**src/hw/bfs_pkg.sv**
```systemverilog
// Package with timing constants and state type for the buck fault sequencer
package bfs_pkg;
    localparam int unsigned CLK_MHZ         = 100;
    localparam int unsigned UV_QUAL_US      = 25;
    localparam int unsigned PG_BLANK_US     = 25;
    localparam int unsigned HICCUP_SS_COUNT = 20;
    localparam int unsigned UV_QUAL_CYC     = UV_QUAL_US * CLK_MHZ;
    localparam int unsigned PG_BLANK_CYC    = PG_BLANK_US * CLK_MHZ;
    localparam int unsigned CNT_W           = 32;
    localparam int unsigned HIC_W           = 5;
    localparam logic [CNT_W-1:0] CNT_ZERO   = 32'h0;
    localparam logic [CNT_W-1:0] CNT_ONE    = 32'h1;
    localparam logic [HIC_W-1:0] HIC_ZERO   = 5'h0;
    localparam logic [HIC_W-1:0] HIC_ONE    = 5'h1;
    localparam int unsigned SS_DEFAULT_CYC  = 100000;
    localparam int unsigned SYNC_N          = 10;
    localparam int unsigned SYNC_EN         = 9;
    localparam int unsigned SYNC_LOCKOUT    = 8;
    localparam int unsigned SYNC_FB_UNDER   = 7;
    localparam int unsigned SYNC_FB_OVER    = 6;
    localparam int unsigned SYNC_FB_WIN     = 5;
    localparam int unsigned SYNC_FB_ABOVE   = 4;
    localparam int unsigned SYNC_HOT        = 3;
    localparam int unsigned SYNC_COOL       = 2;
    localparam int unsigned SYNC_DCM        = 1;
    localparam int unsigned SYNC_VALLEY     = 0;

    typedef enum logic [2:0] {
        BFS_OFF,
        BFS_SOFT_START,
        BFS_RUN,
        BFS_HICCUP,
        BFS_THERMAL
    } bfs_state_e;
endpackage

```
**src/hw/bfs_qual_cnt.sv**
```systemverilog
// Qualification counter: output rises after condition holds for a number of cycles
`timescale 1ns/1ps
`default_nettype none
module bfs_qual_cnt (
    input  wire logic                     clk_i,
    input  wire logic                     resetn_i,
    input  wire logic                     en_i,
    input  wire logic                     cond_i,
    input  wire logic [bfs_pkg::CNT_W-1:0] limit_i,
    output logic                          hit_o
);
    logic [bfs_pkg::CNT_W-1:0] cnt_q;

    // Restart whenever the condition drops before expiry
    always_ff @(posedge clk_i or negedge resetn_i) begin
        if (!resetn_i) begin
            cnt_q <= bfs_pkg::CNT_ZERO;
            hit_o <= 1'b0;
        end else if (en_i) begin
            if (!cond_i) begin
                cnt_q <= bfs_pkg::CNT_ZERO;
                hit_o <= 1'b0;
            end else if (cnt_q >= limit_i) begin
                hit_o <= 1'b1;
            end else begin
                cnt_q <= cnt_q + bfs_pkg::CNT_ONE;
            end
        end
    end
endmodule
`default_nettype wire

```
**src/hw/bfs_sequencer.sv**
```systemverilog
// Buck regulator start-up, fault and power-good sequencer
// Notes on behaviour
// - Undervoltage held past qualification trips both switches
// - Undervoltage hiccup waits twenty soft starts, retries
// - Undervoltage ignored until soft start completes
// - Overvoltage flag turns both switches off
// - Overvoltage clear resumes switching without soft start
// - Overvoltage armed from lockout release, incl. soft start
// - Thermal hot turns both switches off
// - Thermal restart waits for cool, then soft start
// - Thermal shutdown masked during discontinuous conduction
// - Enable high runs, enable low shuts down
// - Soft-start reference ramps after lockout release
// - Soft-start reference replaces fixed reference meanwhile
// - Valley current limit active during soft start
// - Short-circuit trip disarmed until soft start done
// - Pre-biased output blocks switching during start-up
// - Power good low when feedback leaves window
// - Power good changes in run blanked for fixed interval
// - Valley over-limit keeps high side off
`timescale 1ns/1ps
`default_nettype none
module bfs_sequencer #(
    parameter int unsigned UV_QUAL_CYC  = bfs_pkg::UV_QUAL_CYC,
    parameter int unsigned PG_BLANK_CYC = bfs_pkg::PG_BLANK_CYC,
    parameter int unsigned SS_CYC       = bfs_pkg::SS_DEFAULT_CYC
) (
    input  wire logic clk_i,
    input  wire logic resetn_i,
    input  wire logic clk_en_i,
    input  wire logic enable_i,
    input  wire logic supply_lockout_i,
    input  wire logic fb_under_i,
    input  wire logic fb_over_i,
    input  wire logic fb_in_window_i,
    input  wire logic fb_above_ramp_i,
    input  wire logic thermal_hot_i,
    input  wire logic thermal_cool_i,
    input  wire logic dcm_i,
    input  wire logic valley_over_limit_i,
    output logic      high_side_switch_en_o,
    output logic      low_side_switch_en_o,
    output logic      soft_start_ramp_o,
    output logic      use_soft_start_reference_o,
    output logic      valley_current_limit_en_o,
    output logic      short_circuit_trip_en_o,
    output logic      undervoltage_trip_o,
    output logic      overvoltage_trip_o,
    output logic      thermal_trip_o,
    output logic      power_good_out_o,
    output logic      power_good_out_oe_o
);
    localparam logic [bfs_pkg::CNT_W-1:0] UV_LIM = UV_QUAL_CYC[bfs_pkg::CNT_W-1:0];
    localparam logic [bfs_pkg::CNT_W-1:0] PG_LIM = PG_BLANK_CYC[bfs_pkg::CNT_W-1:0];
    localparam logic [bfs_pkg::CNT_W-1:0] SS_LIM = SS_CYC[bfs_pkg::CNT_W-1:0];
    localparam logic [bfs_pkg::HIC_W-1:0] HIC_LIM =
        bfs_pkg::HICCUP_SS_COUNT[bfs_pkg::HIC_W-1:0];

    // Two-stage synchronisers for all pin and comparator inputs
    localparam int unsigned NSYNC = bfs_pkg::SYNC_N;
    logic [NSYNC-1:0] raw;
    logic [NSYNC-1:0] s1_q;
    logic [NSYNC-1:0] s2_q;
    // Named bit positions, so a reordered list cannot swap two flags
    assign raw[bfs_pkg::SYNC_EN]       = enable_i;
    assign raw[bfs_pkg::SYNC_LOCKOUT]  = supply_lockout_i;
    assign raw[bfs_pkg::SYNC_FB_UNDER] = fb_under_i;
    assign raw[bfs_pkg::SYNC_FB_OVER]  = fb_over_i;
    assign raw[bfs_pkg::SYNC_FB_WIN]   = fb_in_window_i;
    assign raw[bfs_pkg::SYNC_FB_ABOVE] = fb_above_ramp_i;
    assign raw[bfs_pkg::SYNC_HOT]      = thermal_hot_i;
    assign raw[bfs_pkg::SYNC_COOL]     = thermal_cool_i;
    assign raw[bfs_pkg::SYNC_DCM]      = dcm_i;
    assign raw[bfs_pkg::SYNC_VALLEY]   = valley_over_limit_i;

    genvar gi;
    generate
        for (gi = 0; gi < NSYNC; gi++) begin : g_sync
            always_ff @(posedge clk_i or negedge resetn_i) begin
                if (!resetn_i) begin
                    s1_q[gi] <= 1'b0;
                    s2_q[gi] <= 1'b0;
                end else if (clk_en_i) begin
                    s1_q[gi] <= raw[gi];
                    s2_q[gi] <= s1_q[gi];
                end
            end
        end
    endgenerate

    logic en_s;
    logic lockout_s;
    logic fb_under_s;
    logic fb_over_s;
    logic fb_win_s;
    logic fb_above_s;
    logic hot_s;
    logic cool_s;
    logic dcm_s;
    logic valley_s;
    assign en_s       = s2_q[bfs_pkg::SYNC_EN];
    assign lockout_s  = s2_q[bfs_pkg::SYNC_LOCKOUT];
    assign fb_under_s = s2_q[bfs_pkg::SYNC_FB_UNDER];
    assign fb_over_s  = s2_q[bfs_pkg::SYNC_FB_OVER];
    assign fb_win_s   = s2_q[bfs_pkg::SYNC_FB_WIN];
    assign fb_above_s = s2_q[bfs_pkg::SYNC_FB_ABOVE];
    assign hot_s      = s2_q[bfs_pkg::SYNC_HOT];
    assign cool_s     = s2_q[bfs_pkg::SYNC_COOL];
    assign dcm_s      = s2_q[bfs_pkg::SYNC_DCM];
    assign valley_s   = s2_q[bfs_pkg::SYNC_VALLEY];

    bfs_pkg::bfs_state_e state_q;
    logic [bfs_pkg::CNT_W-1:0] ss_cnt_q;
    logic [bfs_pkg::HIC_W-1:0] hic_cnt_q;
    logic uv_hit;
    logic powered;
    logic thermal_event;
    logic ss_done;
    logic hic_done;
    logic st_ss;
    logic st_run;
    logic st_hiccup;
    logic st_thermal;

    // State decodes shared by the output registers
    assign st_ss      = (state_q == bfs_pkg::BFS_SOFT_START);
    assign st_run     = (state_q == bfs_pkg::BFS_RUN);
    assign st_hiccup  = (state_q == bfs_pkg::BFS_HICCUP);
    assign st_thermal = (state_q == bfs_pkg::BFS_THERMAL);

    assign powered = en_s && !lockout_s;
    assign thermal_event = hot_s && !dcm_s;
    assign ss_done = (ss_cnt_q >= SS_LIM);
    // Unit count lags one unit, so the twentieth ends at limit minus one
    assign hic_done = (hic_cnt_q == HIC_LIM - bfs_pkg::HIC_ONE) && ss_done;

    // Undervoltage only qualified while running after soft start
    bfs_qual_cnt u_uv_qual (
        .clk_i    (clk_i),
        .resetn_i (resetn_i),
        .en_i     (clk_en_i),
        .cond_i   (fb_under_s && st_run),
        .limit_i  (UV_LIM),
        .hit_o    (uv_hit)
    );

    // Main sequencing state
    always_ff @(posedge clk_i or negedge resetn_i) begin
        if (!resetn_i) begin
            state_q <= bfs_pkg::BFS_OFF;
        end else if (clk_en_i) begin
            if (!powered) begin
                state_q <= bfs_pkg::BFS_OFF;
            end else begin
                unique case (state_q)
                    bfs_pkg::BFS_OFF: begin
                        state_q <= bfs_pkg::BFS_SOFT_START;
                    end
                    bfs_pkg::BFS_SOFT_START: begin
                        if (thermal_event) begin
                            state_q <= bfs_pkg::BFS_THERMAL;
                        end else if (ss_done) begin
                            state_q <= bfs_pkg::BFS_RUN;
                        end
                    end
                    bfs_pkg::BFS_RUN: begin
                        if (thermal_event) begin
                            state_q <= bfs_pkg::BFS_THERMAL;
                        end else if (uv_hit) begin
                            state_q <= bfs_pkg::BFS_HICCUP;
                        end
                    end
                    bfs_pkg::BFS_HICCUP: begin
                        if (thermal_event) begin
                            state_q <= bfs_pkg::BFS_THERMAL;
                        end else if (hic_done) begin
                            state_q <= bfs_pkg::BFS_SOFT_START;
                        end
                    end
                    bfs_pkg::BFS_THERMAL: begin
                        if (cool_s) begin
                            state_q <= bfs_pkg::BFS_SOFT_START;
                        end
                    end
                endcase
            end
        end
    end

    // Soft-start timer; reused as one unit of the hiccup wait
    always_ff @(posedge clk_i or negedge resetn_i) begin
        if (!resetn_i) begin
            ss_cnt_q <= bfs_pkg::CNT_ZERO;
        end else if (clk_en_i) begin
            if (state_q == bfs_pkg::BFS_SOFT_START || state_q == bfs_pkg::BFS_HICCUP) begin
                if (ss_done && state_q == bfs_pkg::BFS_HICCUP) begin
                    ss_cnt_q <= bfs_pkg::CNT_ZERO;
                end else if (!ss_done) begin
                    ss_cnt_q <= ss_cnt_q + bfs_pkg::CNT_ONE;
                end else begin
                    ss_cnt_q <= bfs_pkg::CNT_ZERO;
                end
            end else begin
                ss_cnt_q <= bfs_pkg::CNT_ZERO;
            end
        end
    end

    // Counts soft-start lengths spent in hiccup
    always_ff @(posedge clk_i or negedge resetn_i) begin
        if (!resetn_i) begin
            hic_cnt_q <= bfs_pkg::HIC_ZERO;
        end else if (clk_en_i) begin
            if (state_q != bfs_pkg::BFS_HICCUP) begin
                hic_cnt_q <= bfs_pkg::HIC_ZERO;
            end else if (ss_done && hic_cnt_q < HIC_LIM) begin
                hic_cnt_q <= hic_cnt_q + bfs_pkg::HIC_ONE;
            end
        end
    end

    // Switch enables; overvoltage gates without leaving the run state
    logic ov_active;
    logic switching;
    assign ov_active = fb_over_s && powered;
    assign switching = st_run || (st_ss && !fb_above_s);

    // High side also yields to the valley limit, cycle by cycle
    always_ff @(posedge clk_i or negedge resetn_i) begin
        if (!resetn_i) begin
            high_side_switch_en_o <= 1'b0;
        end else if (clk_en_i) begin
            // No soft start on clear: state never leaves run for this
            high_side_switch_en_o <= switching && !ov_active && !valley_s;
        end
    end

    always_ff @(posedge clk_i or negedge resetn_i) begin
        if (!resetn_i) begin
            low_side_switch_en_o <= 1'b0;
        end else if (clk_en_i) begin
            low_side_switch_en_o <= switching && !ov_active;
        end
    end

    // Trip flags and protection arming, one register per output
    always_ff @(posedge clk_i or negedge resetn_i) begin
        if (!resetn_i) begin
            undervoltage_trip_o <= 1'b0;
        end else if (clk_en_i) begin
            undervoltage_trip_o <= st_hiccup;
        end
    end

    always_ff @(posedge clk_i or negedge resetn_i) begin
        if (!resetn_i) begin
            overvoltage_trip_o <= 1'b0;
        end else if (clk_en_i) begin
            overvoltage_trip_o <= ov_active;
        end
    end

    always_ff @(posedge clk_i or negedge resetn_i) begin
        if (!resetn_i) begin
            thermal_trip_o <= 1'b0;
        end else if (clk_en_i) begin
            thermal_trip_o <= st_thermal;
        end
    end

    // Ramp stops in the cycle power is lost, so the limit never lags it
    always_ff @(posedge clk_i or negedge resetn_i) begin
        if (!resetn_i) begin
            soft_start_ramp_o <= 1'b0;
        end else if (clk_en_i) begin
            soft_start_ramp_o <= st_ss && powered;
        end
    end

    always_ff @(posedge clk_i or negedge resetn_i) begin
        if (!resetn_i) begin
            use_soft_start_reference_o <= 1'b0;
        end else if (clk_en_i) begin
            use_soft_start_reference_o <= st_ss && powered;
        end
    end

    // Valley limit armed from lockout release, soft start included
    always_ff @(posedge clk_i or negedge resetn_i) begin
        if (!resetn_i) begin
            valley_current_limit_en_o <= 1'b0;
        end else if (clk_en_i) begin
            valley_current_limit_en_o <= powered;
        end
    end

    always_ff @(posedge clk_i or negedge resetn_i) begin
        if (!resetn_i) begin
            short_circuit_trip_en_o <= 1'b0;
        end else if (clk_en_i) begin
            short_circuit_trip_en_o <= st_run;
        end
    end

    // Power good, blanked so short excursions do not toggle the pin
    logic pg_target;
    logic pg_q;
    logic pg_expire;
    logic [bfs_pkg::CNT_W-1:0] pg_cnt_q;
    assign pg_target = fb_win_s && st_run && !ov_active;
    assign pg_expire = (pg_target != pg_q) && (pg_cnt_q >= PG_LIM);

    // Blanking counter restarts whenever the target agrees again
    always_ff @(posedge clk_i or negedge resetn_i) begin
        if (!resetn_i) begin
            pg_cnt_q <= bfs_pkg::CNT_ZERO;
        end else if (clk_en_i) begin
            if (!st_run || pg_target == pg_q || pg_expire) begin
                pg_cnt_q <= bfs_pkg::CNT_ZERO;
            end else begin
                pg_cnt_q <= pg_cnt_q + bfs_pkg::CNT_ONE;
            end
        end
    end

    // Leaving run drops power good at once, without blanking
    always_ff @(posedge clk_i or negedge resetn_i) begin
        if (!resetn_i) begin
            pg_q <= 1'b0;
        end else if (clk_en_i) begin
            if (!st_run) begin
                pg_q <= 1'b0;
            end else if (pg_expire) begin
                pg_q <= pg_target;
            end
        end
    end

    // Open drain: output is always low, enable pulls the pin
    always_ff @(posedge clk_i or negedge resetn_i) begin
        if (!resetn_i) begin
            power_good_out_o    <= 1'b0;
            power_good_out_oe_o <= 1'b1;
        end else if (clk_en_i) begin
            power_good_out_o    <= 1'b0;
            power_good_out_oe_o <= !pg_q;
        end
    end
endmodule
`default_nettype wire

```
**config.mk**
```make
export PLATFORM = sky130hd
export DESIGN_NAME = bfs_sequencer
export DESIGN_NICKNAME = d
export VERILOG_FILES = /design/src/hw/bfs_pkg.sv /design/src/hw/bfs_qual_cnt.sv /design/src/hw/bfs_sequencer.sv
export SDC_FILE = /design/constraint.sdc
export NUM_CORES = 1
export LEC_CHECK = 0
export ABC_CLOCK_PERIOD_IN_PS = 4630
export BUFFER_PORTS_ARGS = -buffer_cell sky130_fd_sc_hd__buf_2
export CAP_MARGIN = 20
export CORE_MARGIN = 4
export CORE_UTILIZATION = 51
export CTS_CLUSTER_DIAMETER = 120
export DETAILED_ROUTE_END_ITERATION = 6
export PLACE_DENSITY = 0.68
export SETUP_SLACK_MARGIN = 0.15
export SLEW_MARGIN = 20
export SYNTH_ARGS = -nofsm -noshare
export SYNTH_HDL_FRONTEND = slang
export SYNTH_SLANG_ARGS = --single-unit
```
**constraint.sdc**
```tcl
create_clock -name clk_i -period 4.63 [get_ports clk_i]
set_input_delay 0.926 -clock clk_i [delete_from_list [all_inputs] [get_ports clk_i]]
set_output_delay 0.926 -clock clk_i [all_outputs]
set_load 0.005 [all_outputs]
```
==> results_tabular.tex, run 1 <==
\begin{tabular}{lr}
\hline
Metric & Value \\
\hline
\multicolumn{2}{l}{\textbf{Status}} \\
\quad Status & finished clean \\
\multicolumn{2}{l}{\textbf{Yosys}} \\
\quad Per-instance average area after synthesis & 10.17 um2 \\
\quad Most used standard cell by instance count after synthesis & sky130\_fd\_sc\_hd\_\_dfrtp\_1 \\
\quad FF+latch count, synth & 135 \\
\quad Gate count of the mapped netlist & 626 \\
\quad Post-synthesis net count & 646 \\
\quad Flip-flop cell with the highest count after synthesis & sky130\_fd\_sc\_hd\_\_dfrtp\_1 \\
\quad Number of warnings reported in the yosys synthesis log & 0 \\
\quad Top cells by area in the synthesized netlist & sky130\_fd\_sc\_hd\_\_dfrtp\_1, sky130\_fd\_sc\_hd\_\_nor2\_1, sky130\_fd\_sc\_hd\_\_mux2\_2 \\
\quad Leading post-synthesis cells by instance count & sky130\_fd\_sc\_hd\_\_dfrtp\_1, sky130\_fd\_sc\_hd\_\_nor2\_1, sky130\_fd\_sc\_hd\_\_nand2\_1 \\
\quad Share of the synthesized area in the top cell type & 0.5269 \\
\quad EDFF count, synth & 0 \\
\quad Combined area of all synthesized cells & 0.006364 mm2 \\
\quad Sequential-to-total area share from yosys stat & 0.5311 \\
\quad Number of distinct library cells after synthesis & 57 \\
\quad Post-synth top area cell & sky130\_fd\_sc\_hd\_\_dfrtp\_1 \\
\quad Proportion of register bits with asynchronous set or reset after synthesis & 1.000 \\
\multicolumn{2}{l}{\textbf{Setup path}} \\
\quad CP endpoint kind & flip-flop \\
\quad Data arrival time of the worst path & 2.95 ns \\
\quad Highest net fanout along the worst path & 37 \\
\quad Required time reported for the critical path endpoint & 4.92 ns \\
\quad Startpoint types & input port \\
\quad Minimum setup slack among reg-to-reg paths & 2.02 ns \\
\quad Worst setup path class & input port to flip-flop \\
\multicolumn{2}{l}{\textbf{Timing}} \\
\quad Number of max-slew violations in the final report & 0 \\
\quad Maximum operating frequency & 375.7 MHz \\
\quad Post-layout minimum cycle time & 2.661 ns \\
\quad Final hold viol count & 0 \\
\quad RSZ-0062 raised after global routing & false \\
\quad Setup violators final & 0 \\
\quad Setup TNS & 0 ns \\
\quad Transition time of the tightest slew-check pin & 0.9181 ns \\
\quad Worst slew margin relative to its limit & 0.3801 \\
\quad Worst clock skew & 0.005413 ns \\
\quad Final period utilization & 0.5748 \\
\multicolumn{2}{l}{\textbf{Pwr}} \\
\quad Static leakage & 3.143 nW \\
\quad IR drop worst, VDD & 0.3302 mV \\
\quad Power density of the placed cells & 408.7 mW/mm2 \\
\multicolumn{2}{l}{\textbf{Global route}} \\
\quad Largest net degree at the start of global routing & 80 \\
\quad Number of global-route vias before repair & 4733 \\
\quad Global routing usage summed across all routing layers & 0.1894 \\
\quad Wire length of the first global-routing pass & 22300 um \\
\quad Residual overflow from global routing & 0 \\
\quad Number of antenna violations at the first check in global routing & 0 \\
\multicolumn{2}{l}{\textbf{Floorplan}} \\
\quad Full die area & 0.01433 mm2 \\
\quad Horiz. Die Dim & 119.7 um \\
\quad Initial core utilization & 0.5254 \\
\quad Core Area & 0.01211 mm2 \\
\quad Count of boundary I/O pins & 24 \\
\quad Die boundary height & 119.7 um \\
\quad Rows & 40 \\
\multicolumn{2}{l}{\textbf{Final layout}} \\
\quad Post-layout utilization of the core & 0.6020 \\
\quad Share of post-route cells with drive strength above 1 & 0.1366 \\
\quad Area used by multi-input combinational logic & 0.002789 mm2 \\
\quad Number of nets in the layout & 666 \\
\quad N\_diodes & 0 \\
\quad Post-synthesis to final-layout area growth & 14.57\% \\
\quad Storage element area & 0.003379 mm2 \\
\quad Filler cell count & 1060 \\
\multicolumn{2}{l}{\textbf{Placement}} \\
\quad Placer congestion estimate & 0.8460 \\
\quad Post-detailed-placement half-perimeter wirelength & 8402 um \\
\quad \# port buffers & 22 \\
\multicolumn{2}{l}{\textbf{Hold path}} \\
\quad Hold WC Path Type & flip-flop to flip-flop \\
\multicolumn{2}{l}{\textbf{CTS}} \\
\quad CTS Hold Buffers Added & 0 \\
\quad H-tree levels & 4 \\
\quad TritonCTS clock tree & yes \\
\quad Clock sink count & 135 \\
\quad CTS Buf Count & 17 \\
\quad Clock Path Buffers & 2 \\
\quad Clock-pin transition on the worst setup and hold timing paths & 0.06 ns \\
\quad Post-CTS Setup Repair Bufs & 0 \\
\quad Clk root buf & sky130\_fd\_sc\_hd\_\_clkbuf\_16 \\
\quad Post-cts gate resize count & 0 \\
\quad Later-pin clock latency in the skew report & 0.42 ns \\
\multicolumn{2}{l}{\textbf{Routing}} \\
\quad Detailed Route WL & 12580 um \\
\quad Average wire per standard cell & 15.22 um \\
\quad Antenna-violating nets left & 0 \\
\quad Post-route DRC & 0 \\
\quad Detailed-route vias per instance & 5.692 \\
\quad Initial drt markers & 398 \\
\quad Detailed-router iteration count before antenna repair & 5 \\
\quad Via total after detailed routing & 4707 \\
\multicolumn{2}{l}{\textbf{Job}} \\
\quad Max-cap violations & 0 \\
\hline
\end{tabular}
layer usage:
| metal | part of all wire | vias to the layer above | global-route usage |
|---|---|---|---|
| li1 | - | 2274 | - |
| met1 | 0.47 | 2328 | 0.2584 |
| met2 | 0.48 | 86 | 0.2956 |
| met3 | 0.037 | 19 | 0.04571 |
| met4 | 0.017 | 0 | 0.07087 |
| met5 | 0 | - | 0 |
final cells by class:
type,instances,share of cell area
clock buffer,20,0.06264
multi-input combinational,441,0.3825
inverter,23,0.01184
timing repair buffer,28,0.02334
tap,168,0.02883
clock inverter,12,0.02729
sequential,135,0.4635
layout by cell type (no fill, tap or decap), types with 7 or more instances in the layout:
| cell | synthesis | final |
|---|---|---|
| sky130_fd_sc_hd__dfrtp_1 | 134 | 134 |
| sky130_fd_sc_hd__nor2_1 | 70 | 70 |
| sky130_fd_sc_hd__nand2_1 | 39 | 39 |
| sky130_fd_sc_hd__inv_1 | 23 | 23 |
| sky130_fd_sc_hd__nor2b_1 | 23 | 23 |
| sky130_fd_sc_hd__nand3_1 | 23 | 23 |
| sky130_fd_sc_hd__o21ai_0 | 23 | 23 |
| sky130_fd_sc_hd__nand4_1 | 22 | 22 |
| sky130_fd_sc_hd__mux2_2 | 22 | 22 |
| sky130_fd_sc_hd__xnor2_1 | 21 | 21 |
| sky130_fd_sc_hd__buf_2 | 0 | 21 |
| sky130_fd_sc_hd__nor3_1 | 19 | 19 |
| sky130_fd_sc_hd__nor4_1 | 19 | 19 |
| sky130_fd_sc_hd__a21oi_1 | 19 | 19 |
| sky130_fd_sc_hd__clkbuf_16 | 0 | 17 |
| sky130_fd_sc_hd__a31oi_1 | 14 | 14 |
| sky130_fd_sc_hd__or3_1 | 10 | 10 |
| sky130_fd_sc_hd__and3_1 | 10 | 10 |
| sky130_fd_sc_hd__and4_1 | 9 | 9 |
| sky130_fd_sc_hd__xor2_1 | 9 | 9 |
| sky130_fd_sc_hd__mux2i_1 | 9 | 9 |
| sky130_fd_sc_hd__nand2b_1 | 8 | 8 |
| sky130_fd_sc_hd__ha_1 | 7 | 7 |
logic make-up (layout without fill, tap and decap cells):
| family | after synthesis | after routing | synth area share |
|---|---|---|---|
| and+or+nand+nor | 275 | 275 | 0.2273 |
| DFF | 135 | 135 | 0.5311 |
| AOI/OAI and AO/OA | 97 | 97 | 0.1022 |
| buffers and inverters | 50 | 83 | 0.03067 |
| muxes | 31 | 31 | 0.05309 |
| xor gates and xnor gates | 30 | 30 | 0.04129 |
| adders and majority gates | 7 | 7 | 0.01376 |
| other | 1 | 1 | 0.0005893 |
per-stage QoR:
stage	cell area, um2	total power [mW]	std cells	setup slack (ns)	hold WS, ns
after floorplan	6364	1.436	626	2.304	0.4120
after global placement	6635	1.512	795	1.613	0.4333
after detailed placement	6635	1.523	795	1.548	0.4436
after CTS	7291	3.012	827	1.966	0.4589
after global routing	7291	3.111	827	1.730	0.4869
final	7291	2.980	827	1.969	0.4597
where the power goes:
| part | internal [mW] | switching [mW] | total, mW |
|---|---|---|---|
| combinational | 0.0845 | 0.146 | 0.230 |
| clock | 0.982 | 0.499 | 1.48 |
| sequential | 1.23 | 0.0406 | 1.27 |
final timing paths:
path | cells after the start | startpoint | endpoint
hold reg to reg | 1 | valley_s$_DFFE_PN0P_ | high_side_switch_en_o$_DFFE_PN0P_
setup reg to reg | 5 | u_uv_qual.cnt_q[5]$_DFFE_PN0P_ | u_uv_qual.cnt_q[9]$_DFFE_PN0P_
max in group asynchronous | 2 | resetn_i | ss_cnt_q[20]$_DFFE_PN0P_
min in group asynchronous | 1 | resetn_i | pg_cnt_q[20]$_DFFE_PN0P_
hold / removal | 1 | valley_s$_DFFE_PN0P_ | high_side_switch_en_o$_DFFE_PN0P_
setup / recovery | 6 | clk_en_i | pg_cnt_q[29]$_DFFE_PN0P_
sequential cells by signal (all words and copies together), names as in the netlist, 3 cells and up:
signal           count
u_uv_qual.cnt_q     32
s1_q                10
state_q              3
ss_cnt_q            32
pg_cnt_q            32
hic_cnt_q            5
worst max-delay path: stages:
cell	delay, ns
sky130_fd_sc_hd__buf_2	0.52
sky130_fd_sc_hd__nand2_1	0.18
sky130_fd_sc_hd__or4_1	0.74
sky130_fd_sc_hd__nor4_1	0.35
sky130_fd_sc_hd__xnor2_1	0.17
sky130_fd_sc_hd__nor2_1	0.06
Power figures use the tool's default switching activity.
==> inputs of run 2 (changes only) <==
--- a/config.mk
+++ b/config.mk
@@ -5,7 +5,7 @@
 export SDC_FILE = /design/constraint.sdc
 export NUM_CORES = 1
 export LEC_CHECK = 0
-export ABC_CLOCK_PERIOD_IN_PS = 4630
+export ABC_CLOCK_PERIOD_IN_PS = 2600
 export BUFFER_PORTS_ARGS = -buffer_cell sky130_fd_sc_hd__buf_2
 export CAP_MARGIN = 20
 export CORE_MARGIN = 4
==> constraint.sdc (replaced) <==
create_clock -name clk_i -period 2.6 [get_ports clk_i]
set_input_delay 0.52 -clock clk_i [delete_from_list [all_inputs] [get_ports clk_i]]
set_output_delay 0.52 -clock clk_i [all_outputs]
set_load 0.005 [all_outputs]
==> run 2 against run 1 <==
- core utilization is 0.28 points higher
- critical path depth is 1 lower
- count of clock-buffer cells in the layout is 1 higher
- hold slack worse by 0.39 ns
- via count is 0.55% higher
- total power is 70% higher
- global-route usage is 0.32 points higher
- cell count is 0.97% higher
- critical endpoint is now u_uv_qual.cnt_q[10]$_DFFE_PN0P_
- largest cell class unchanged
==> results_tabular.tex, run 2 (synthesized netlist as in run 1, its figures left out) <==
\begin{tabular}{lr}
\hline
Metric & Value \\
\hline
\multicolumn{2}{l}{\textbf{CTS}} \\
\quad TritonCTS clock tree & yes \\
\quad Clock Path Buffers & 2 (unchanged) \\
\quad H-tree levels & 4 (unchanged) \\
\quad CTS Buf Count & 17 (unchanged) \\
\quad Clock sink count & 135 (unchanged) \\
\quad Clock-pin transition on the worst setup and hold timing paths & 0.06 ns (about the same) \\
\quad Clk root buf & sky130\_fd\_sc\_hd\_\_clkbuf\_16 \\
\quad Later-pin clock latency in the skew report & 0.42 ns (about the same) \\
\multicolumn{2}{l}{\textbf{Routing}} \\
\quad Initial drt markers & 270 (-32\%) \\
\quad Antenna-violating nets left & 0 (unchanged) \\
\quad Via total after detailed routing & 4733 (+0.55\%) \\
\quad Detailed-router iteration count before antenna repair & 4 (-1) \\
\quad Post-route DRC & 0 (unchanged) \\
\quad Average wire per standard cell & 15.12 um (-0.64\%) \\
\quad Detailed Route WL & 12620 um (+0.33\%) \\
\quad Detailed-route vias per instance & 5.668 (-0.41\%) \\
\multicolumn{2}{l}{\textbf{Global route}} \\
\quad Global routing usage on met2 & 0.3012 (+0.005650) \\
\quad Number of global-route vias before repair & 4779 (+0.97\%) \\
\quad Residual overflow from global routing & 0 (unchanged) \\
\quad Global routing usage summed across all routing layers & 0.1927 (+0.003234) \\
\quad Largest net degree at the start of global routing & 42 (-48\%) \\
\quad Most congested layer reported by global routing & met2 \\
\quad Number of antenna violations at the first check in global routing & 0 (unchanged) \\
\quad Met3 Resource Use GR & 0.04948 (+0.003770) \\
\quad Fraction of met1 tracks used by global routing & 0.2565 (-0.001948) \\
\quad Wire length of the first global-routing pass & 22270 um (-0.15\%) \\
\multicolumn{2}{l}{\textbf{Floorplan}} \\
\quad Full die area & 0.01433 mm2 (unchanged) \\
\quad Rows & 40 (unchanged) \\
\quad Die boundary height & 119.7 um (unchanged) \\
\quad Horiz. Die Dim & 119.7 um (unchanged) \\
\quad Count of boundary I/O pins & 24 (unchanged) \\
\quad Core Area & 0.01211 mm2 (unchanged) \\
\quad Initial core utilization & 0.5254 (unchanged) \\
\multicolumn{2}{l}{\textbf{Setup path}} \\
\quad Data arrival time of the worst path & 2.70 ns (-0.25 ns) \\
\quad CP endpoint kind & flip-flop \\
\quad Path depth of the worst reg2reg path & 5 (unchanged) \\
\quad Terminus of the critical flop-to-flop path & u\_uv\_qual.cnt\_q[10]\$\_DFFE\_PN0P\_ \\
\quad Worst Setup SP & u\_uv\_qual.cnt\_q[4]\$\_DFFE\_PN0P\_ \\
\quad Minimum setup slack among reg-to-reg paths & 0.25 ns (-1.77 ns) \\
\quad Reg2Reg Launch Point & u\_uv\_qual.cnt\_q[4]\$\_DFFE\_PN0P\_ \\
\quad Worst setup path class & flip-flop to flip-flop \\
\quad Startpoint types & flip-flop \\
\quad Highest net fanout along the worst path & 12 (-68\%) \\
\quad Required time reported for the critical path endpoint & 2.95 ns (-1.97 ns) \\
\multicolumn{2}{l}{\textbf{Timing}} \\
\quad Worst slew margin relative to its limit & 0.3061 (-0.07401) \\
\quad Setup TNS & 0 ns (unchanged) \\
\quad Number of max-slew violations in the final report & 0 (unchanged) \\
\quad Post-layout minimum cycle time & 2.353 ns \\
\quad Final period utilization & 0.9049 \\
\quad Transition time of the tightest slew-check pin & 1.028 ns (+0.1096 ns) \\
\quad RSZ-0062 raised after global routing & false \\
\quad Setup violators final & 0 (unchanged) \\
\quad Final hold viol count & 0 (unchanged) \\
\quad Final worst slack & 0.2471 ns (-1.721 ns) \\
\quad Maximum operating frequency & 425.0 MHz \\
\quad Hold Worst Slack & 0.07096 ns (-0.3887 ns) \\
\quad Worst clock skew & 0.008677 ns (+0.003264 ns) \\
\multicolumn{2}{l}{\textbf{Placement}} \\
\quad DP Area & 0.006715 mm2 (+1.2\%) \\
\quad Placed cells & 804 (+1.1\%) \\
\quad \# port buffers & 22 (unchanged) \\
\quad Setup Slack @ Placement & 0.1703 ns (-1.377 ns) \\
\quad Placer congestion estimate & 0.8055 (-4.8\%) \\
\quad Post-detailed-placement half-perimeter wirelength & 8539 um (+1.6\%) \\
\multicolumn{2}{l}{\textbf{Final layout}} \\
\quad Post-route standard cell area excluding fillers & 0.007325 mm2 (+0.46\%) \\
\quad Post-synthesis to final-layout area growth & 15.10\% \\
\quad Post-layout utilization of the core & 0.6048 (+0.002789) \\
\quad Post-route non-filler standard cell count & 835 (+0.97\%) \\
\quad Commonest cells after routing, fill and taps aside & sky130\_fd\_sc\_hd\_\_dfrtp\_1, sky130\_fd\_sc\_hd\_\_nor2\_1, sky130\_fd\_sc\_hd\_\_nand2\_1 \\
\quad Largest registers ranked by flip-flop count & pg\_cnt\_q: 32 flops, ss\_cnt\_q: 32 flops, u\_uv\_qual.cnt\_q: 32 flops \\
\quad Filler cell count & 1010 (-4.7\%) \\
\quad N\_diodes & 0 (unchanged) \\
\quad Leading cell type in the layout, fill and taps excluded & sky130\_fd\_sc\_hd\_\_dfrtp\_1 \\
\quad Storage element area & 0.003379 mm2 (unchanged) \\
\quad Number of nets in the layout & 675 (+1.4\%) \\
\quad Area used by multi-input combinational logic & 0.002798 mm2 (+0.31\%) \\
\quad Share of post-route cells with drive strength above 1 & 0.1499 (+0.01335) \\
\multicolumn{2}{l}{\textbf{Pwr}} \\
\quad Total internal power & 3.862 mW (+68\%) \\
\quad Switching power & 1.210 mW (+77\%) \\
\quad Total Power Consumption & 5.072 mW (+70\%) \\
\quad Power share of the combinational group & 0.085 (+0.008) \\
\quad IR drop worst, VDD & 0.5405 mV (+64\%) \\
\quad Clk pwr share & 0.470 (-0.027) \\
\quad Power density of the placed cells & 692.4 mW/mm2 (+69\%) \\
\quad Static leakage & 3.176 nW (+1.1\%) \\
\quad Switching share of power & 0.2385 (+0.008535) \\
\quad Seq pwr share & 0.445 (+0.019) \\
\multicolumn{2}{l}{\textbf{Status}} \\
\quad Status & finished clean \\
\multicolumn{2}{l}{\textbf{Job}} \\
\quad Max-cap violations & 0 (unchanged) \\
\multicolumn{2}{l}{\textbf{Hold path}} \\
\quad Hold WC Path Type & input port to asynchronous set/reset pin \\
\hline
\end{tabular}
[run 2: cell types whose count changed in the layout (fill, tap and decap cells not counted)]
cell	previous run	this run
sky130_fd_sc_hd__clkinvlp_4	4	2
sky130_fd_sc_hd__clkbuf_8	2	4
sky130_fd_sc_hd__buf_4	6	14
sky130_fd_sc_hd__clkbuf_1	1	0
sky130_fd_sc_hd__bufinv_16	5	2
sky130_fd_sc_hd__clkinv_4	1	3
sky130_fd_sc_hd__buf_12	1	2
sky130_fd_sc_hd__a211o_4	0	1
sky130_fd_sc_hd__inv_6	0	1
sky130_fd_sc_hd__a211o_1	4	3
[run 2: power by group through the flow]
stage               clock network (mW)  registers [mW]  logic (mW)
finish                            2.38            2.26       0.432
detailed placement                   0            2.29       0.436
floorplan                            0            2.27       0.284
global placement                     0            2.29       0.422
CTS                               2.45            2.26       0.439
global route                      2.53            2.27       0.491
[run 2: layout make-up]
| type | instances | area share |
|---|---|---|
| clock buffers | 21 | 0.06560 |
| clock inverters | 10 | 0.01640 |
| inverters | 23 | 0.01179 |
| multi-input cells | 441 | 0.3820 |
| flip-flops and latches | 135 | 0.4614 |
| well taps | 168 | 0.02870 |
| repair buffers | 37 | 0.03416 |
[run 2: critical path: stages (launching register included)]
cell and delay (ns):
sky130_fd_sc_hd__dfrtp_1 0.40, sky130_fd_sc_hd__or4_1 0.52, sky130_fd_sc_hd__a211o_1 0.30, sky130_fd_sc_hd__a211o_4 0.38, sky130_fd_sc_hd__or4_1 0.52, sky130_fd_sc_hd__a21oi_1 0.16
[run 2: how the worst max path moves through the flow]
stage          slack [ns]  cells after the start                               to
5_1_grt              0.16                      5   u_uv_qual.cnt_q[7]$_DFFE_PN0P_
3_5_place_dp         0.17                      5   u_uv_qual.cnt_q[7]$_DFFE_PN0P_
6_report             0.25                      5  u_uv_qual.cnt_q[10]$_DFFE_PN0P_
4_1_cts              0.17                      6   u_uv_qual.cnt_q[4]$_DFFE_PN0P_
2_1_floorplan        0.29                      5   u_uv_qual.cnt_q[9]$_DFFE_PN0P_
3_3_place_gp         0.24                      6   u_uv_qual.cnt_q[4]$_DFFE_PN0P_
[run 2: repair_timing]
action / in CTS / in global routing
hold buffers: 0 / 0
setup buffers: 0 / 0
resized for setup: 0 / 2
setup endpoints to repair: 0 / 7
[run 2: per-layer routing]
metal	up-vias	wire length, um	part of all wire
li1	2299	-	-
met5	-	0	0
met4	0	170	0.013
met1	2349	5878	0.47
met2	73	6122	0.48
met3	12	454	0.036
==> inputs of run 3 (changes only) <==
--- a/config.mk
+++ b/config.mk
@@ -5,12 +5,15 @@
 export SDC_FILE = /design/constraint.sdc
 export NUM_CORES = 1
 export LEC_CHECK = 0
+export ABC_AREA = 1
 export ABC_CLOCK_PERIOD_IN_PS = 2600
 export BUFFER_PORTS_ARGS = -buffer_cell sky130_fd_sc_hd__buf_2
 export CAP_MARGIN = 20
 export CORE_MARGIN = 4
 export CORE_UTILIZATION = 51
+export CTS_BUF_LIST = sky130_fd_sc_hd__clkbuf_16
 export CTS_CLUSTER_DIAMETER = 120
+export CTS_CLUSTER_SIZE = 24
 export DETAILED_ROUTE_END_ITERATION = 6
 export PLACE_DENSITY = 0.68
 export SETUP_SLACK_MARGIN = 0.15
==> run 3 against run 2 <==
- core utilization fell by 2.1 points
- clock skew fell by 0.0021 ns
- fmax rose by 28%
- setup slack improved by 0.51 ns
- cell count rose by 11%
- non-clock buffer count fell by 9
- synthesized cell count rose by 18%
- first-iteration DRC count fell by 3.7%
- die area fell by 2.1%
- critical path type unchanged
- highest routed layer unchanged
==> results_tabular.tex, run 3 <==
\begin{tabular}{lr}
\hline
Metric & Value \\
\hline
\multicolumn{2}{l}{\textbf{Pwr}} \\
\quad Switching power & 1.096 mW (-9.4\%) \\
\quad Static leakage & 3.410 nW (+7.4\%) \\
\quad Total Power Consumption & 4.618 mW (-8.9\%) \\
\quad Total internal power & 3.522 mW (-8.8\%) \\
\quad IR drop worst, VDD & 0.6168 mV (+14\%) \\
\quad Clk pwr share & 0.472 (+0.002) \\
\quad Power share of the combinational group & 0.055 (-0.030) \\
\quad Seq pwr share & 0.474 (+0.029) \\
\quad Power density of the placed cells & 661.2 mW/mm2 (-4.5\%) \\
\quad Switching share of power & 0.2373 (-0.001247) \\
\multicolumn{2}{l}{\textbf{CTS}} \\
\quad Clock Path Buffers & 2 (unchanged) \\
\quad Clock-pin transition on the worst setup and hold timing paths & 0.06 ns (about the same) \\
\quad Post-cts gate resize count & 0 (unchanged) \\
\quad H-tree levels & 4 (unchanged) \\
\quad Post-CTS Setup Repair Bufs & 0 (unchanged) \\
\quad Later-pin clock latency in the skew report & 0.42 ns (about the same) \\
\quad CTS Hold Buffers Added & 0 (unchanged) \\
\quad Clk root buf & sky130\_fd\_sc\_hd\_\_clkbuf\_16 \\
\quad Clock sink count & 135 (unchanged) \\
\quad TritonCTS clock tree & yes \\
\quad CTS Buf Count & 17 (unchanged) \\
\multicolumn{2}{l}{\textbf{Timing}} \\
\quad Worst clock skew & 0.006554 ns (-0.002124 ns) \\
\quad RSZ-0062 raised after global routing & false \\
\quad Setup violators final & 0 (unchanged) \\
\quad Setup TNS & 0 ns (unchanged) \\
\quad Transition time of the tightest slew-check pin & 0.6305 ns (-0.3973 ns) \\
\quad Final period utilization & 0.7073 (-0.1977) \\
\quad Number of max-slew violations in the final report & 0 (unchanged) \\
\quad Hold Worst Slack & 0.09826 ns (+0.02729 ns) \\
\quad Final hold viol count & 0 (unchanged) \\
\quad Maximum operating frequency & 543.8 MHz (+28\%) \\
\quad Post-layout minimum cycle time & 1.839 ns (-0.5140 ns) \\
\quad Final worst slack & 0.7611 ns (+0.5140 ns) \\
\quad Worst slew margin relative to its limit & 0.5797 (+0.2735) \\
\multicolumn{2}{l}{\textbf{Setup path}} \\
\quad Worst setup path endpoint & pg\_cnt\_q[0]\$\_DFFE\_PN0P\_ \\
\quad Terminus of the critical flop-to-flop path & pg\_cnt\_q[0]\$\_DFFE\_PN0P\_ \\
\quad Path depth of the worst reg2reg path & 9 (+4) \\
\quad Master of the slowest instance on the critical path & sky130\_fd\_sc\_hd\_\_dfrtp\_1 \\
\quad Data arrival time of the worst path & 2.16 ns (-0.54 ns) \\
\quad Required time reported for the critical path endpoint & 2.92 ns (-0.03 ns) \\
\quad Worst setup path class & flip-flop to flip-flop \\
\quad Startpoint types & flip-flop \\
\quad Minimum setup slack among reg-to-reg paths & 0.76 ns (+0.51 ns) \\
\quad CP endpoint kind & flip-flop \\
\quad Highest net fanout along the worst path & 12 (unchanged) \\
\quad Worst Setup SP & lockout\_s\$\_DFFE\_PN0P\_ \\
\quad Worst stage delay on the critical path & 0.38 ns (-0.14 ns) \\
\quad Series of cell instances along the critical path & nor2\_2 > nand2\_1 > nand3\_1 > inv\_1 > nand2\_1 > nand2\_2 > nand2\_2 > nand3\_2 > o21ai\_0 \\
\quad Reg2Reg Launch Point & lockout\_s\$\_DFFE\_PN0P\_ \\
\multicolumn{2}{l}{\textbf{Routing}} \\
\quad Antenna-violating nets left & 0 (unchanged) \\
\quad Via total after detailed routing & 4495 (-5.0\%) \\
\quad Detailed Route WL & 11420 um (-9.5\%) \\
\quad Initial drt markers & 260 (-3.7\%) \\
\quad Average wire per standard cell & 12.37 um (-18\%) \\
\quad Detailed-router iteration count before antenna repair & 4 (unchanged) \\
\quad Detailed-route vias per instance & 4.870 (-14\%) \\
\quad Post-route DRC & 0 (unchanged) \\
\multicolumn{2}{l}{\textbf{Floorplan}} \\
\quad Horiz. Die Dim & 118.5 um (-1.0\%) \\
\quad Die boundary height & 118.5 um (-1.0\%) \\
\quad Initial core utilization & 0.5203 (-0.005120) \\
\quad Rows & 40 (unchanged) \\
\quad Full die area & 0.01403 mm2 (-2.1\%) \\
\quad Count of boundary I/O pins & 24 (unchanged) \\
\quad Core Area & 0.01196 mm2 (-1.2\%) \\
\multicolumn{2}{l}{\textbf{Yosys}} \\
\quad Combined area of all synthesized cells & 0.006223 mm2 (-2.2\%) \\
\quad FF+latch count, synth & 135 (unchanged) \\
\quad Leading post-synthesis cells by instance count & sky130\_fd\_sc\_hd\_\_nand2\_1, sky130\_fd\_sc\_hd\_\_dfrtp\_1, sky130\_fd\_sc\_hd\_\_nor2\_1, sky130\_fd\_sc\_hd\_\_inv\_1, sky130\_fd\_sc\_hd\_\_nand3\_1 \\
\quad Number of warnings reported in the yosys synthesis log & 0 (unchanged) \\
\quad Per-instance average area after synthesis & 8.410 um2 (-17\%) \\
\quad Number of distinct library cells after synthesis & 43 (-25\%) \\
\quad Share of the synthesized area in the top cell type & 0.5388 (+0.01187) \\
\quad Top cells by area in the synthesized netlist & sky130\_fd\_sc\_hd\_\_dfrtp\_1, sky130\_fd\_sc\_hd\_\_nand2\_1, sky130\_fd\_sc\_hd\_\_nor2\_1 \\
\quad Proportion of register bits with asynchronous set or reset after synthesis & 1.000 (unchanged) \\
\quad Gate count of the mapped netlist & 740 (+18\%) \\
\quad Sequential-to-total area share from yosys stat & 0.5430 (+0.01196) \\
\quad EDFF count, synth & 0 (unchanged) \\
\quad Post-synthesis net count & 760 (+18\%) \\
\quad Post-synth top area cell & sky130\_fd\_sc\_hd\_\_dfrtp\_1 \\
\quad Flip-flop cell with the highest count after synthesis & sky130\_fd\_sc\_hd\_\_dfrtp\_1 \\
\quad Most used standard cell by instance count after synthesis & sky130\_fd\_sc\_hd\_\_nand2\_1 \\
\multicolumn{2}{l}{\textbf{Placement}} \\
\quad Placer congestion estimate & 0.8231 (+2.2\%) \\
\quad Setup Slack @ Placement & 0.7369 ns (+0.5666 ns) \\
\quad DP Area & 0.006450 mm2 (-3.9\%) \\
\quad Post-detailed-placement half-perimeter wirelength & 7481 um (-12\%) \\
\quad Placed cells & 893 (+11\%) \\
\quad \# port buffers & 22 (unchanged) \\
\multicolumn{2}{l}{\textbf{Global route}} \\
\quad Largest net degree at the start of global routing & 68 (+62\%) \\
\quad Global routing usage summed across all routing layers & 0.1805 (-0.01214) \\
\quad Number of antenna violations at the first check in global routing & 0 (unchanged) \\
\quad Wire length of the first global-routing pass & 20770 um (-6.7\%) \\
\quad Number of global-route vias before repair & 4603 (-3.7\%) \\
\quad Residual overflow from global routing & 0 (unchanged) \\
\multicolumn{2}{l}{\textbf{Final layout}} \\
\quad Storage element area & 0.003379 mm2 (unchanged) \\
\quad Post-layout utilization of the core & 0.5839 (-0.02086) \\
\quad Largest registers ranked by flip-flop count & pg\_cnt\_q: 32 flops, ss\_cnt\_q: 32 flops, u\_uv\_qual.cnt\_q: 32 flops \\
\quad Post-synthesis to final-layout area growth & 12.22\% \\
\quad Share of post-route cells with drive strength above 1 & 0.1147 (-0.03523) \\
\quad Filler cell count & 1063 (+5.2\%) \\
\quad Commonest cells after routing, fill and taps aside & sky130\_fd\_sc\_hd\_\_nand2\_1, sky130\_fd\_sc\_hd\_\_dfrtp\_1, sky130\_fd\_sc\_hd\_\_nor2\_1 \\
\quad Number of nets in the layout & 785 (+16\%) \\
\quad Area used by multi-input combinational logic & 0.002296 mm2 (-18\%) \\
\quad N\_diodes & 0 (unchanged) \\
\quad Post-route non-filler standard cell count & 923 (+11\%) \\
\quad Post-route standard cell area excluding fillers & 0.006984 mm2 (-4.6\%) \\
\quad Leading cell type in the layout, fill and taps excluded & sky130\_fd\_sc\_hd\_\_nand2\_1 \\
\multicolumn{2}{l}{\textbf{Hold path}} \\
\quad Hold WC Path Type & input port to asynchronous set/reset pin \\
\multicolumn{2}{l}{\textbf{Status}} \\
\quad Status & finished clean \\
\multicolumn{2}{l}{\textbf{Job}} \\
\quad Max-cap violations & 0 (unchanged) \\
\hline
\end{tabular}
run 3: changes by cell type after synthesis, moves of 14 or more:
cell                       previous run  this run
sky130_fd_sc_hd__nand3_1             23        38
sky130_fd_sc_hd__mux2_2              22         0
sky130_fd_sc_hd__inv_1               23       103
sky130_fd_sc_hd__xnor2_1             21         6
sky130_fd_sc_hd__nor2b_1             23         0
sky130_fd_sc_hd__nor4_1              19         1
sky130_fd_sc_hd__clkbuf_1            23         1
sky130_fd_sc_hd__xor2_1               9        23
sky130_fd_sc_hd__nor2_1              70       131
sky130_fd_sc_hd__nand2_1             39       180
run 3: final cells by class:
cell class,count,share of cell area
Clock inverter,13,0.01559
Inverter,107,0.05786
Tap cell,147,0.02633
Clock buffer,17,0.06091
Sequential cell,135,0.4839
Multi-Input combinational cell,476,0.3287
Timing Repair Buffer,28,0.02669
run 3: kinds of logic (layout without fill, tap and decap cells):
kind of cell,Yosys count,after routing,share of synthesized area
xor gates and xnor gates,29,29,0.04081
buffers and inverters,129,165,0.08806
AOI/OAI and AO/OA,46,46,0.04403
muxes,1,1,0.001608
adders and majority gates,7,7,0.01407
and+or+nand+nor,392,392,0.2678
other,1,1,0.0006026
DFF,135,135,0.5430
run 3: how the worst min path moves through the flow:
| stage | from | to | slack, ns | cells past startpoint |
|---|---|---|---|---|
| finish | resetn_i | u_uv_qual.cnt_q[30]$_DFFE_PN0P_ | 0.1 | 1 |
| global route | resetn_i | ss_cnt_q[17]$_DFFE_PN0P_ | 0.15 | 1 |
| CTS | resetn_i | u_uv_qual.cnt_q[30]$_DFFE_PN0P_ | 0.13 | 1 |
| detailed placement | valley_s$_DFFE_PN0P_ | high_side_switch_en_o$_DFFE_PN0P_ | 0.45 | 1 |
| global placement | valley_s$_DFFE_PN0P_ | high_side_switch_en_o$_DFFE_PN0P_ | 0.44 | 1 |
| floorplan | resetn_i | cool_s$_DFFE_PN0P_ | 0.22 | 0 |
run 3: metal layers:
metal  routed length (um)  global-route usage
met1                 5447              0.2373
met2                 5518              0.2926
met3                  358             0.05024
met4                   95             0.05648
met5                    0                   0
run 3: power by group through the flow:
stage | Sequential [mW] | Combinational (mW) | Clock (mW)
after global placement | 2.22 | 0.248 | 0
after floorplan | 2.22 | 0.155 | 0
after global routing | 2.19 | 0.293 | 2.33
after detailed placement | 2.22 | 0.257 | 0
final | 2.19 | 0.253 | 2.18
after CTS | 2.19 | 0.259 | 2.22
run 3: worst max-delay path: cells and delay by family (launching register included):
| family | cells | cell delay [ns] |
|---|---|---|
| buffers and inverters | 1 | 0.07 |
| AO/OA/AOI/OAI | 1 | 0.29 |
| flip-flops | 1 | 0.38 |
| AND/OR/NAND/NOR | 7 | 1.00 |
